<file path="src/hw/fcsm_defines.vh">
// Command codes, pin-timing counts and identifier addresses of the flash host controller
// Contract
// RQ1: Supply low: command register stays read-only
// RQ2: Supply low: reads allowed, no writes
// RQ3: Host writes command byte to select operation
// RQ4: Writing 00H returns device to array read
// RQ5: 90H then addresses 0 and 1 give identifiers
// RQ6: High-voltage id line selects identifier by bit
// RQ7: First 30H write only stages chip erase
// RQ8: Second 30H write starts chip erase
// RQ9: Chip erase preprograms then erases, self-timed
// RQ10: Erase stops itself, no verify command needed
// RQ11: Chip erase done: poll one, toggle steady
// RQ12: 20H write only stages block erase
// RQ13: Host confirms block erase with D0H
// RQ14: Block address captured on second write fall
// RQ15: Next block load within 30us or erase starts
// RQ16: Block erase preprograms selected blocks, self-timed
// RQ17: Block erase done: poll one, toggle steady
// RQ18: Toggle bit inverts each read while busy
// RQ19: Poll bit zero until erase finishes
// RQ20: Address latched on fall, data on rise
// RQ21: Two FFH writes abort pending setup
// RQ22: Outputs float unless chip and output selected; flash model drives the inverse byte instead
// RQ23: Busy device ignores commands except abort; flash model also ignores FFH while erasing
`ifndef FCSM_DEFINES_VH
`define FCSM_DEFINES_VH
`define FCSM_CMD_READ      8'h00
`define FCSM_CMD_ID        8'h90
`define FCSM_CMD_CHIP_ERS  8'h30
`define FCSM_CMD_BLK_ERS   8'h20
`define FCSM_CMD_BLK_CONF  8'hD0
`define FCSM_CMD_RESET     8'hFF
`define FCSM_ID_MFR_ADDR   18'h00000
`define FCSM_ID_DEV_ADDR   18'h00001
`define FCSM_POLL_BIT      7
`define FCSM_TOGGLE_BIT    6
`define FCSM_CLK_MHZ       50
`define FCSM_STEP_NS       100
`define FCSM_STEP_CYC      ((`FCSM_STEP_NS * `FCSM_CLK_MHZ + 999) / 1000)
`define FCSM_BLK_GAP_US    30
`define FCSM_BLK_GAP_CYC   (`FCSM_BLK_GAP_US * `FCSM_CLK_MHZ)
`define FCSM_OP_READ       3'h0
`define FCSM_OP_ID         3'h1
`define FCSM_OP_CHIP_ERS   3'h2
`define FCSM_OP_BLK_ERS    3'h3
`define FCSM_OP_ABORT      3'h4
`define FCSM_OP_CMD        3'h5
`endif

</file>
<file path="src/hw/fcsm_host.v">
// Host controller that issues command sequences and polls status on a parallel flash bus
`timescale 1ns/1ps
`include "fcsm_defines.vh"
module fcsm_host #(
  parameter AW        = 18,
  parameter STEP_CYC  = `FCSM_STEP_CYC,
  parameter GAP_CYC   = `FCSM_BLK_GAP_CYC
) (
  input  wire          core_clk_i,    // 50 MHz clock
  input  wire          resetn_i,      // Sync reset, active low
  input  wire          req_i,         // Start an operation, pulse
  input  wire [2:0]    op_i,          // Operation code
  input  wire [AW-1:0] addr_i,        // Read/id/block address
  input  wire [7:0]    cmd_i,         // Raw byte for OP_CMD
  input  wire          last_blk_i,    // No further block follows
  output reg           busy_o,        // Operation in progress
  output reg           done_o,        // Completion, pulse
  output reg           refused_o,     // Refused: supply low, pulse
  output reg  [7:0]    rdata_o,       // Read / identifier data
  input  wire          supply_high_i, // Supply at supply_high_level
  output reg  [AW-1:0] fl_addr_o,     // Flash address
  input  wire [7:0]    fl_dq_i,       // Data pins in
  output reg  [7:0]    fl_dq_o,       // Data pins out
  output reg           fl_dq_oe_n_o,  // Data drive enable, low drives
  output reg           fl_ce_n_o,     // Chip select, active low
  output reg           fl_oe_n_o,     // Output enable, active low
  output reg           fl_we_n_o      // Write strobe, active low
);
  localparam S_IDLE = 7'h01;
  localparam S_WR   = 7'h02;
  localparam S_WRH  = 7'h04;
  localparam S_RD   = 7'h08;
  localparam S_RDH  = 7'h10;
  localparam S_GAP  = 7'h20;
  localparam S_DONE = 7'h40;
  localparam CW = 12;
  ////////////////////////////////////////////////////////////////
  reg [7:0]    dq_s1_reg;
  reg [7:0]    dq_s2_reg;
  reg          sup_s1_reg;
  reg          sup_s2_reg;
  always @(posedge core_clk_i) begin
    dq_s1_reg  <= fl_dq_i;
    dq_s2_reg  <= dq_s1_reg;
    sup_s1_reg <= supply_high_i;
    sup_s2_reg <= sup_s1_reg;
  end
  ////////////////////////////////////////////////////////////////
  reg [6:0]    state_reg;
  reg [2:0]    op_reg;
  reg [1:0]    wcnt_reg;    // Writes issued in this sequence
  reg [CW-1:0] cnt_reg;
  reg          poll_reg;    // Status polling rather than data read
  reg          have_prev_reg;
  reg [7:0]    prev_reg;
  reg [AW-1:0] addr_reg;
  reg [7:0]    cmd_reg;
  wire         step_end = (cnt_reg == STEP_CYC - 1);
  // Only the erase and abort sequences are two-write commands
  wire [1:0]   nwr = (op_reg == `FCSM_OP_CHIP_ERS || op_reg == `FCSM_OP_BLK_ERS ||
                      op_reg == `FCSM_OP_ABORT) ? 2'd2 : 2'd1;
  reg  [7:0]   wr_byte;
  always @* begin
    wr_byte = cmd_reg;
    case (op_reg)
      `FCSM_OP_READ:     wr_byte = `FCSM_CMD_READ;                        // RQ4
      `FCSM_OP_ID:       wr_byte = `FCSM_CMD_ID;                          // RQ5
      `FCSM_OP_CHIP_ERS: wr_byte = `FCSM_CMD_CHIP_ERS;                    // RQ7 RQ8
      `FCSM_OP_BLK_ERS:  wr_byte = (wcnt_reg == 2'd0) ? `FCSM_CMD_BLK_ERS
                                                       : `FCSM_CMD_BLK_CONF; // RQ12 RQ13
      `FCSM_OP_ABORT:    wr_byte = `FCSM_CMD_RESET;                       // RQ21
      default:           wr_byte = cmd_reg;                               // RQ3
    endcase
  end
  always @(posedge core_clk_i) begin
    if (!resetn_i) begin
      state_reg     <= S_IDLE;
      op_reg        <= `FCSM_OP_READ;
      wcnt_reg      <= 2'd0;
      cnt_reg       <= {CW{1'b0}};
      poll_reg      <= 1'b0;
      have_prev_reg <= 1'b0;
      prev_reg      <= 8'h00;
      addr_reg      <= {AW{1'b0}};
      cmd_reg       <= 8'h00;
      busy_o        <= 1'b0;
      done_o        <= 1'b0;
      refused_o     <= 1'b0;
      rdata_o       <= 8'h00;
      fl_addr_o     <= {AW{1'b0}};
      fl_dq_o       <= 8'h00;
      fl_dq_oe_n_o  <= 1'b1;
      fl_ce_n_o     <= 1'b1;
      fl_oe_n_o     <= 1'b1;
      fl_we_n_o     <= 1'b1;
    end else begin
      done_o    <= 1'b0;
      refused_o <= 1'b0;
      case (state_reg)
        S_IDLE: begin
          if (req_i) begin
            op_reg        <= op_i;
            addr_reg      <= addr_i;
            cmd_reg       <= cmd_i;
            wcnt_reg      <= 2'd0;
            cnt_reg       <= {CW{1'b0}};
            have_prev_reg <= 1'b0;
            poll_reg      <= 1'b0;
            if (op_i == `FCSM_OP_READ && !sup_s2_reg) begin
              // Supply low: array reads only, no command writes needed
              state_reg <= S_RD;                                   // RQ1 RQ2
              busy_o    <= 1'b1;
              fl_addr_o <= addr_i;
              fl_ce_n_o <= 1'b0;
              fl_oe_n_o <= 1'b0;
            end else if (!sup_s2_reg) begin
              refused_o <= 1'b1;                                   // RQ1 RQ2
            end else begin
              state_reg    <= S_WR;
              busy_o       <= 1'b1;
              fl_ce_n_o    <= 1'b0;
              // Address and select settle one cycle before the strobe falls
              fl_addr_o    <= (op_i == `FCSM_OP_ID) ? {AW{1'b0}} : addr_i; // RQ20
            end
          end
        end
        S_WR: begin
          cnt_reg <= cnt_reg + 1'b1;
          if (cnt_reg == {CW{1'b0}}) begin
            // Data drive starts with the falling strobe so no write sees a floating bus
            fl_dq_o      <= wr_byte;
            fl_dq_oe_n_o <= 1'b0;
            fl_we_n_o    <= 1'b0;                                  // RQ14 RQ20
          end
          if (cnt_reg == STEP_CYC) begin
            // Data captured on the rising strobe; keep it driven one step more
            cnt_reg   <= {CW{1'b0}};
            fl_we_n_o <= 1'b1;                                     // RQ8 RQ20
            state_reg <= S_WRH;
            wcnt_reg  <= wcnt_reg + 1'b1;
          end
        end
        S_WRH: begin
          cnt_reg <= cnt_reg + 1'b1;
          if (step_end) begin
            cnt_reg      <= {CW{1'b0}};
            fl_dq_oe_n_o <= 1'b1;
            if (wcnt_reg < nwr) begin
              // Second write: its falling edge latches the block address
              fl_addr_o <= addr_reg;                               // RQ14
              state_reg <= S_WR;
            end else if (op_reg == `FCSM_OP_BLK_ERS && !last_blk_i) begin
              fl_ce_n_o <= 1'b1;
              state_reg <= S_GAP;                                  // RQ15
            end else if (op_reg == `FCSM_OP_READ || op_reg == `FCSM_OP_ID) begin
              fl_addr_o <= addr_reg;                               // RQ5
              fl_oe_n_o <= 1'b0;
              state_reg <= S_RD;
            end else if (op_reg == `FCSM_OP_CHIP_ERS || op_reg == `FCSM_OP_BLK_ERS) begin
              // Device self-times the erase; host only polls
              poll_reg  <= 1'b1;                                   // RQ9 RQ10 RQ16 RQ23
              fl_oe_n_o <= 1'b0;
              state_reg <= S_RD;
            end else begin
              fl_ce_n_o <= 1'b1;
              state_reg <= S_DONE;
            end
          end
        end
        S_GAP: begin
          // Loading window stays open only while the next load arrives in time
          if (!last_blk_i && req_i && cnt_reg < GAP_CYC - STEP_CYC) begin
            addr_reg  <= addr_i;
            fl_addr_o <= addr_i;
            wcnt_reg  <= 2'd1;
            cnt_reg   <= {CW{1'b0}};
            fl_ce_n_o <= 1'b0;
            state_reg <= S_WR;                                     // RQ15
          end else if (last_blk_i || cnt_reg >= GAP_CYC) begin
            cnt_reg   <= {CW{1'b0}};
            poll_reg  <= 1'b1;
            fl_ce_n_o <= 1'b0;
            fl_oe_n_o <= 1'b0;
            state_reg <= S_RD;
          end else begin
            cnt_reg <= cnt_reg + 1'b1;
          end
        end
        S_RD: begin
          cnt_reg <= cnt_reg + 1'b1;
          if (cnt_reg == STEP_CYC + 1) begin
            // Two extra cycles cover the input synchroniser
            cnt_reg   <= {CW{1'b0}};
            fl_oe_n_o <= 1'b1;                                     // RQ22
            state_reg <= S_RDH;
            rdata_o   <= dq_s2_reg;
            prev_reg  <= dq_s2_reg;
            have_prev_reg <= 1'b1;
            if (!poll_reg) begin
              fl_ce_n_o <= 1'b1;
              state_reg <= S_DONE;
            end else if (have_prev_reg && dq_s2_reg[`FCSM_POLL_BIT] &&
                         dq_s2_reg[`FCSM_TOGGLE_BIT] == prev_reg[`FCSM_TOGGLE_BIT]) begin
              fl_ce_n_o <= 1'b1;                                   // RQ11 RQ17 RQ18 RQ19
              state_reg <= S_DONE;
            end
          end
        end
        S_RDH: begin
          cnt_reg <= cnt_reg + 1'b1;
          if (step_end) begin
            cnt_reg   <= {CW{1'b0}};
            fl_oe_n_o <= 1'b0;
            state_reg <= S_RD;
          end
        end
        S_DONE: begin
          busy_o    <= 1'b0;
          done_o    <= 1'b1;
          state_reg <= S_IDLE;
        end
        default: state_reg <= S_IDLE;
      endcase
    end
  end
endmodule

</file>
<file path="config.mk">
export PLATFORM = sky130hd
export DESIGN_NAME = fcsm_host
export DESIGN_NICKNAME = d
export VERILOG_FILES = /design/src/hw/fcsm_host.v
export VERILOG_INCLUDE_DIRS = /design/src /design/src/hw
export SDC_FILE = /design/constraint.sdc
export NUM_CORES = 1
export LEC_CHECK = 0
export CORE_MARGIN = 1
export CORE_UTILIZATION = 60
export CTS_BUF_LIST = sky130_fd_sc_hd__clkbuf_4 sky130_fd_sc_hd__clkbuf_8
export CTS_CLUSTER_DIAMETER = 80
export DETAILED_ROUTE_END_ITERATION = 8
export DONT_BUFFER_PORTS = 1
export MAX_ROUTING_LAYER = met4
export PLACE_DENSITY_LB_ADDON = 0.2
export SLEW_MARGIN = 15
export SYNTH_ARGS = -nofsm -noshare
export SYNTH_HDL_FRONTEND = slang
export SYNTH_SLANG_ARGS = --single-unit
</file>
<file path="constraint.sdc">
create_clock -name core_clk_i -period 5.2 [get_ports core_clk_i]
set_input_delay 0.52 -clock core_clk_i [delete_from_list [all_inputs] [get_ports core_clk_i]]
set_output_delay 0.52 -clock core_clk_i [all_outputs]
set_load 0.005 [all_outputs]
</file>
==> results.md <==
* Post-synthesis cell type count at 66
* Final Routed Wirelength at 11400 um
* Number of detailed-route iterations in the first pass at 5
* TritonCTS Buffers at 9
* Initial standard-cell utilization of the core at 63.2%
* Share of the synthesized area in the top cell type at 44.8%
* Commonest cells in the netlist: 111 x sky130_fd_sc_hd__dfxtp_1, 59 x sky130_fd_sc_hd__nand2_1, 52 x sky130_fd_sc_hd__a21oi_1, 49 x sky130_fd_sc_hd__nand3_1, 34 x sky130_fd_sc_hd__nor2_1
* Post-Place Cells at 625
* Antenna diode count at 0
* Global-route congestion overflow total at 0
* Count of buffers from port buffering at 0
* Post-Syn Area per Cell at 8.82 sq um
* I/O pin cnt at 83
* Slew @ Worst Pin at 1.05 ns
* Overall die area at 8630 sq um
* Post-route insts no fill at 642
* Pin count of the biggest net entering global routing at 55
* Detailed-placement wirelength estimate at 7770 um
* Internal power contribution at 1.34 mW
* Number of pins with negative max-slew slack in the final report at 0
* Number of antenna-violating nets in the routed design at 0
* Largest cells by area after synthesis: sky130_fd_sc_hd__dfxtp_1 45%, sky130_fd_sc_hd__a21oi_1 5.2%, sky130_fd_sc_hd__nand3_1 4.9%, sky130_fd_sc_hd__nand2_1 4.5%, sky130_fd_sc_hd__o21ai_0 3.3%
* H-tree depth at 3
* Top cell type by total area after synthesis: sky130_fd_sc_hd__dfxtp_1
* Slew headroom at 29.7%
* CP endpoint kind: register
* Initial drt markers at 318
* Min-Delay Path Class: input pin to register
* Proportion of power drawn by the clock network at 25.5%
* Peak ir drop on the vdd network at 290 uV
* Arrival time of data at the critical path endpoint at 3.61 ns
* Sequential cell area fraction in the yosys report at 44.8%
* Setup CP Type: register to register
* PwrDens at 402 nW/um^2
* Clock tree from TritonCTS: yes
* Result of the run: finished, final reports clean
* Final design area excluding fillers at 5150 sq um
* Antenna violations before repair at 0
* Clock slew seen by the registers of the worst setup and hold paths at 0.11 ns
* Leading register cell type out of synthesis: sky130_fd_sc_hd__dfxtp_1
* DRC errors left at 0
* Worst setup SP type: register
* Final hold violations at 0
* Net switching power at 0.727 mW
* Source-to-sink clock delay at the later pin of the worst-skew pair at 0.38 ns
* Leading cell type by number of instances after synthesis: sky130_fd_sc_hd__dfxtp_1
* Fin crit period at 3.39 ns
* Worst path required time at 5.42 ns
* Critical-path maximum fanout at 22
* Setup repair bufs after CTS at 0
* Core Rows at 32
* First-pass GRT wire length at 18300 um
* Sequential share of power at 51.3%
* RSZ-0062 raised after global routing: no
* Post-synthesis to final-layout area growth at 3.94%
* Maximum achievable frequency at 295 MHz
* Fin crit share at 65.2%
* Share of flip-flops with an asynchronous set or reset at 0%
* Part of the power in combinational logic at 23.2%
* Max Cap Violations at 0
* Vert. Die Dim at 92.9 um
* Number of synthesis warnings at 0
* Leakage component of the power at 1.77 nW
* Hold buffer count at CTS at 0
* Vias in the first global route at 3658
* Setup violation total in the final timing report at 0
* Average via count per standard cell at 6.46
* DR vias at 4148
* Layout cells sized above 1 at 9.26%
* Clock Path Buffers at 2
* Instance count of the mapped netlist at 562
* Post-Syn Nets at 610
* Worst Clk Skew at 0.0187 ns
* Sw Ratio at 35.1%
* Core area at 7850 sq um
* Die width at 92.9 um
* Total routing usage reported by global routing at 27.5%
* Count of clock tree sinks at 111
* # resized after CTS at 0
* Final Net Count at 583
* Average wire length per cell after detail routing at 17.8 um
* Post-synth EDFFs at 0
* Routability-driven placement congestion ratio at 0.939
* Final TNS setup at 0 ns
* Post-synthesis instance area at 4960 sq um
* Flip-flop and latch count after synthesis at 111
* Area of placed instances at 4920 sq um
* Root cell of the clock tree: sky130_fd_sc_hd__clkbuf_8
## cell families after synthesis
kind of cell / count (synthesis) / share of synthesized area [%]
AOI/OAI and AO/OA: 182 / 25.9
DFF: 111 / 44.8
and+or+nand+nor: 201 / 20.8
muxes: 9 / 1.84
buffers and inverters: 51 / 4.72
xor gates and xnor gates: 2 / 0.353
adders and majority gates: 6 / 1.51
## placed cells by master, fill, tap and decap left out, types with 7 or more instances in the layout
cell and n:
sky130_fd_sc_hd__nand2_1 59, sky130_fd_sc_hd__a22oi_1 18, sky130_fd_sc_hd__inv_1 7, sky130_fd_sc_hd__dfxtp_1 111, sky130_fd_sc_hd__nor3_1 8, sky130_fd_sc_hd__a211o_1 8
sky130_fd_sc_hd__o211ai_1 9, sky130_fd_sc_hd__a211oi_1 14, sky130_fd_sc_hd__nor2_1 34, sky130_fd_sc_hd__clkbuf_8 10, sky130_fd_sc_hd__o21ai_0 33, sky130_fd_sc_hd__a211oi_2 10
sky130_fd_sc_hd__nand3_1 49, sky130_fd_sc_hd__mux2i_1 8, sky130_fd_sc_hd__a21oi_1 52, sky130_fd_sc_hd__nand4_1 7
## stage by stage
stage          setup WS [ns]  util, %  power [mW]  hold slack (ns)
2_1_floorplan           2.64        -        1.46            0.310
3_3_place_gp            1.95     62.7        1.53            0.310
3_5_place_dp            1.80     62.7        1.55            0.312
4_1_cts                 1.80     65.4        2.07            0.144
5_1_grt                 1.53     65.7        2.18            0.133
6_report                1.81     65.7        2.07            0.165
## area by class of cell
| cell class | instances | area [sq um] |
|---|---|---|
| clock buffers | 10 | 138 |
| clock inverters | 6 | 77.6 |
| fillers | 709 | 2700 |
| inverters | 8 | 30.0 |
| multi-input cells | 400 | 2510 |
| flip-flops and latches | 111 | 2220 |
| well taps | 102 | 128 |
| repair buffers | 5 | 45.0 |
## worst paths after layout
| path | from | end | slack (ns) | depth (start not counted) |
|---|---|---|---|---|
| setup reg to reg | op_reg[2] | fl_addr_o[17] | 1.81 | 10 |
| hold reg to reg | sup_s1_reg | sup_s2_reg | 0.34 | 0 |
| setup / recovery | op_reg[2] | fl_addr_o[17] | 1.81 | 10 |
| hold / removal | fl_dq_i[3] | dq_s1_reg[3] | 0.16 | 0 |
## critical path: stages, from the launching register on
cell	delay, ns
sky130_fd_sc_hd__dfxtp_1	0.71
sky130_fd_sc_hd__or3b_1	0.45
sky130_fd_sc_hd__and2_1	0.18
sky130_fd_sc_hd__ha_1	0.26
sky130_fd_sc_hd__nor2_1	0.12
sky130_fd_sc_hd__a31o_2	0.14
sky130_fd_sc_hd__nor4b_2	0.06
sky130_fd_sc_hd__a221oi_4	0.19
sky130_fd_sc_hd__buf_4	0.27
sky130_fd_sc_hd__and2_1	0.69
sky130_fd_sc_hd__a211oi_1	0.17
## per-layer routing
| metal | routed length [um] | global-route usage [%] |
|---|---|---|
| met1 | 5240 | 37.2 |
| met4 | 142 | 7.56 |
| met2 | 5180 | 40.4 |
| met3 | 856 | 7.31 |
| met5 | 0 | - |
## power by group through the flow
stage	sequential [mW]	combinational [mW]	clock, mW
3_3_place_gp	1.08	0.450	0
5_1_grt	1.08	0.532	0.573
2_1_floorplan	1.04	0.414	0
4_1_cts	1.06	0.468	0.541
6_report	1.06	0.481	0.527
3_5_place_dp	1.08	0.467	0
Power figures use the tool's default switching activity.
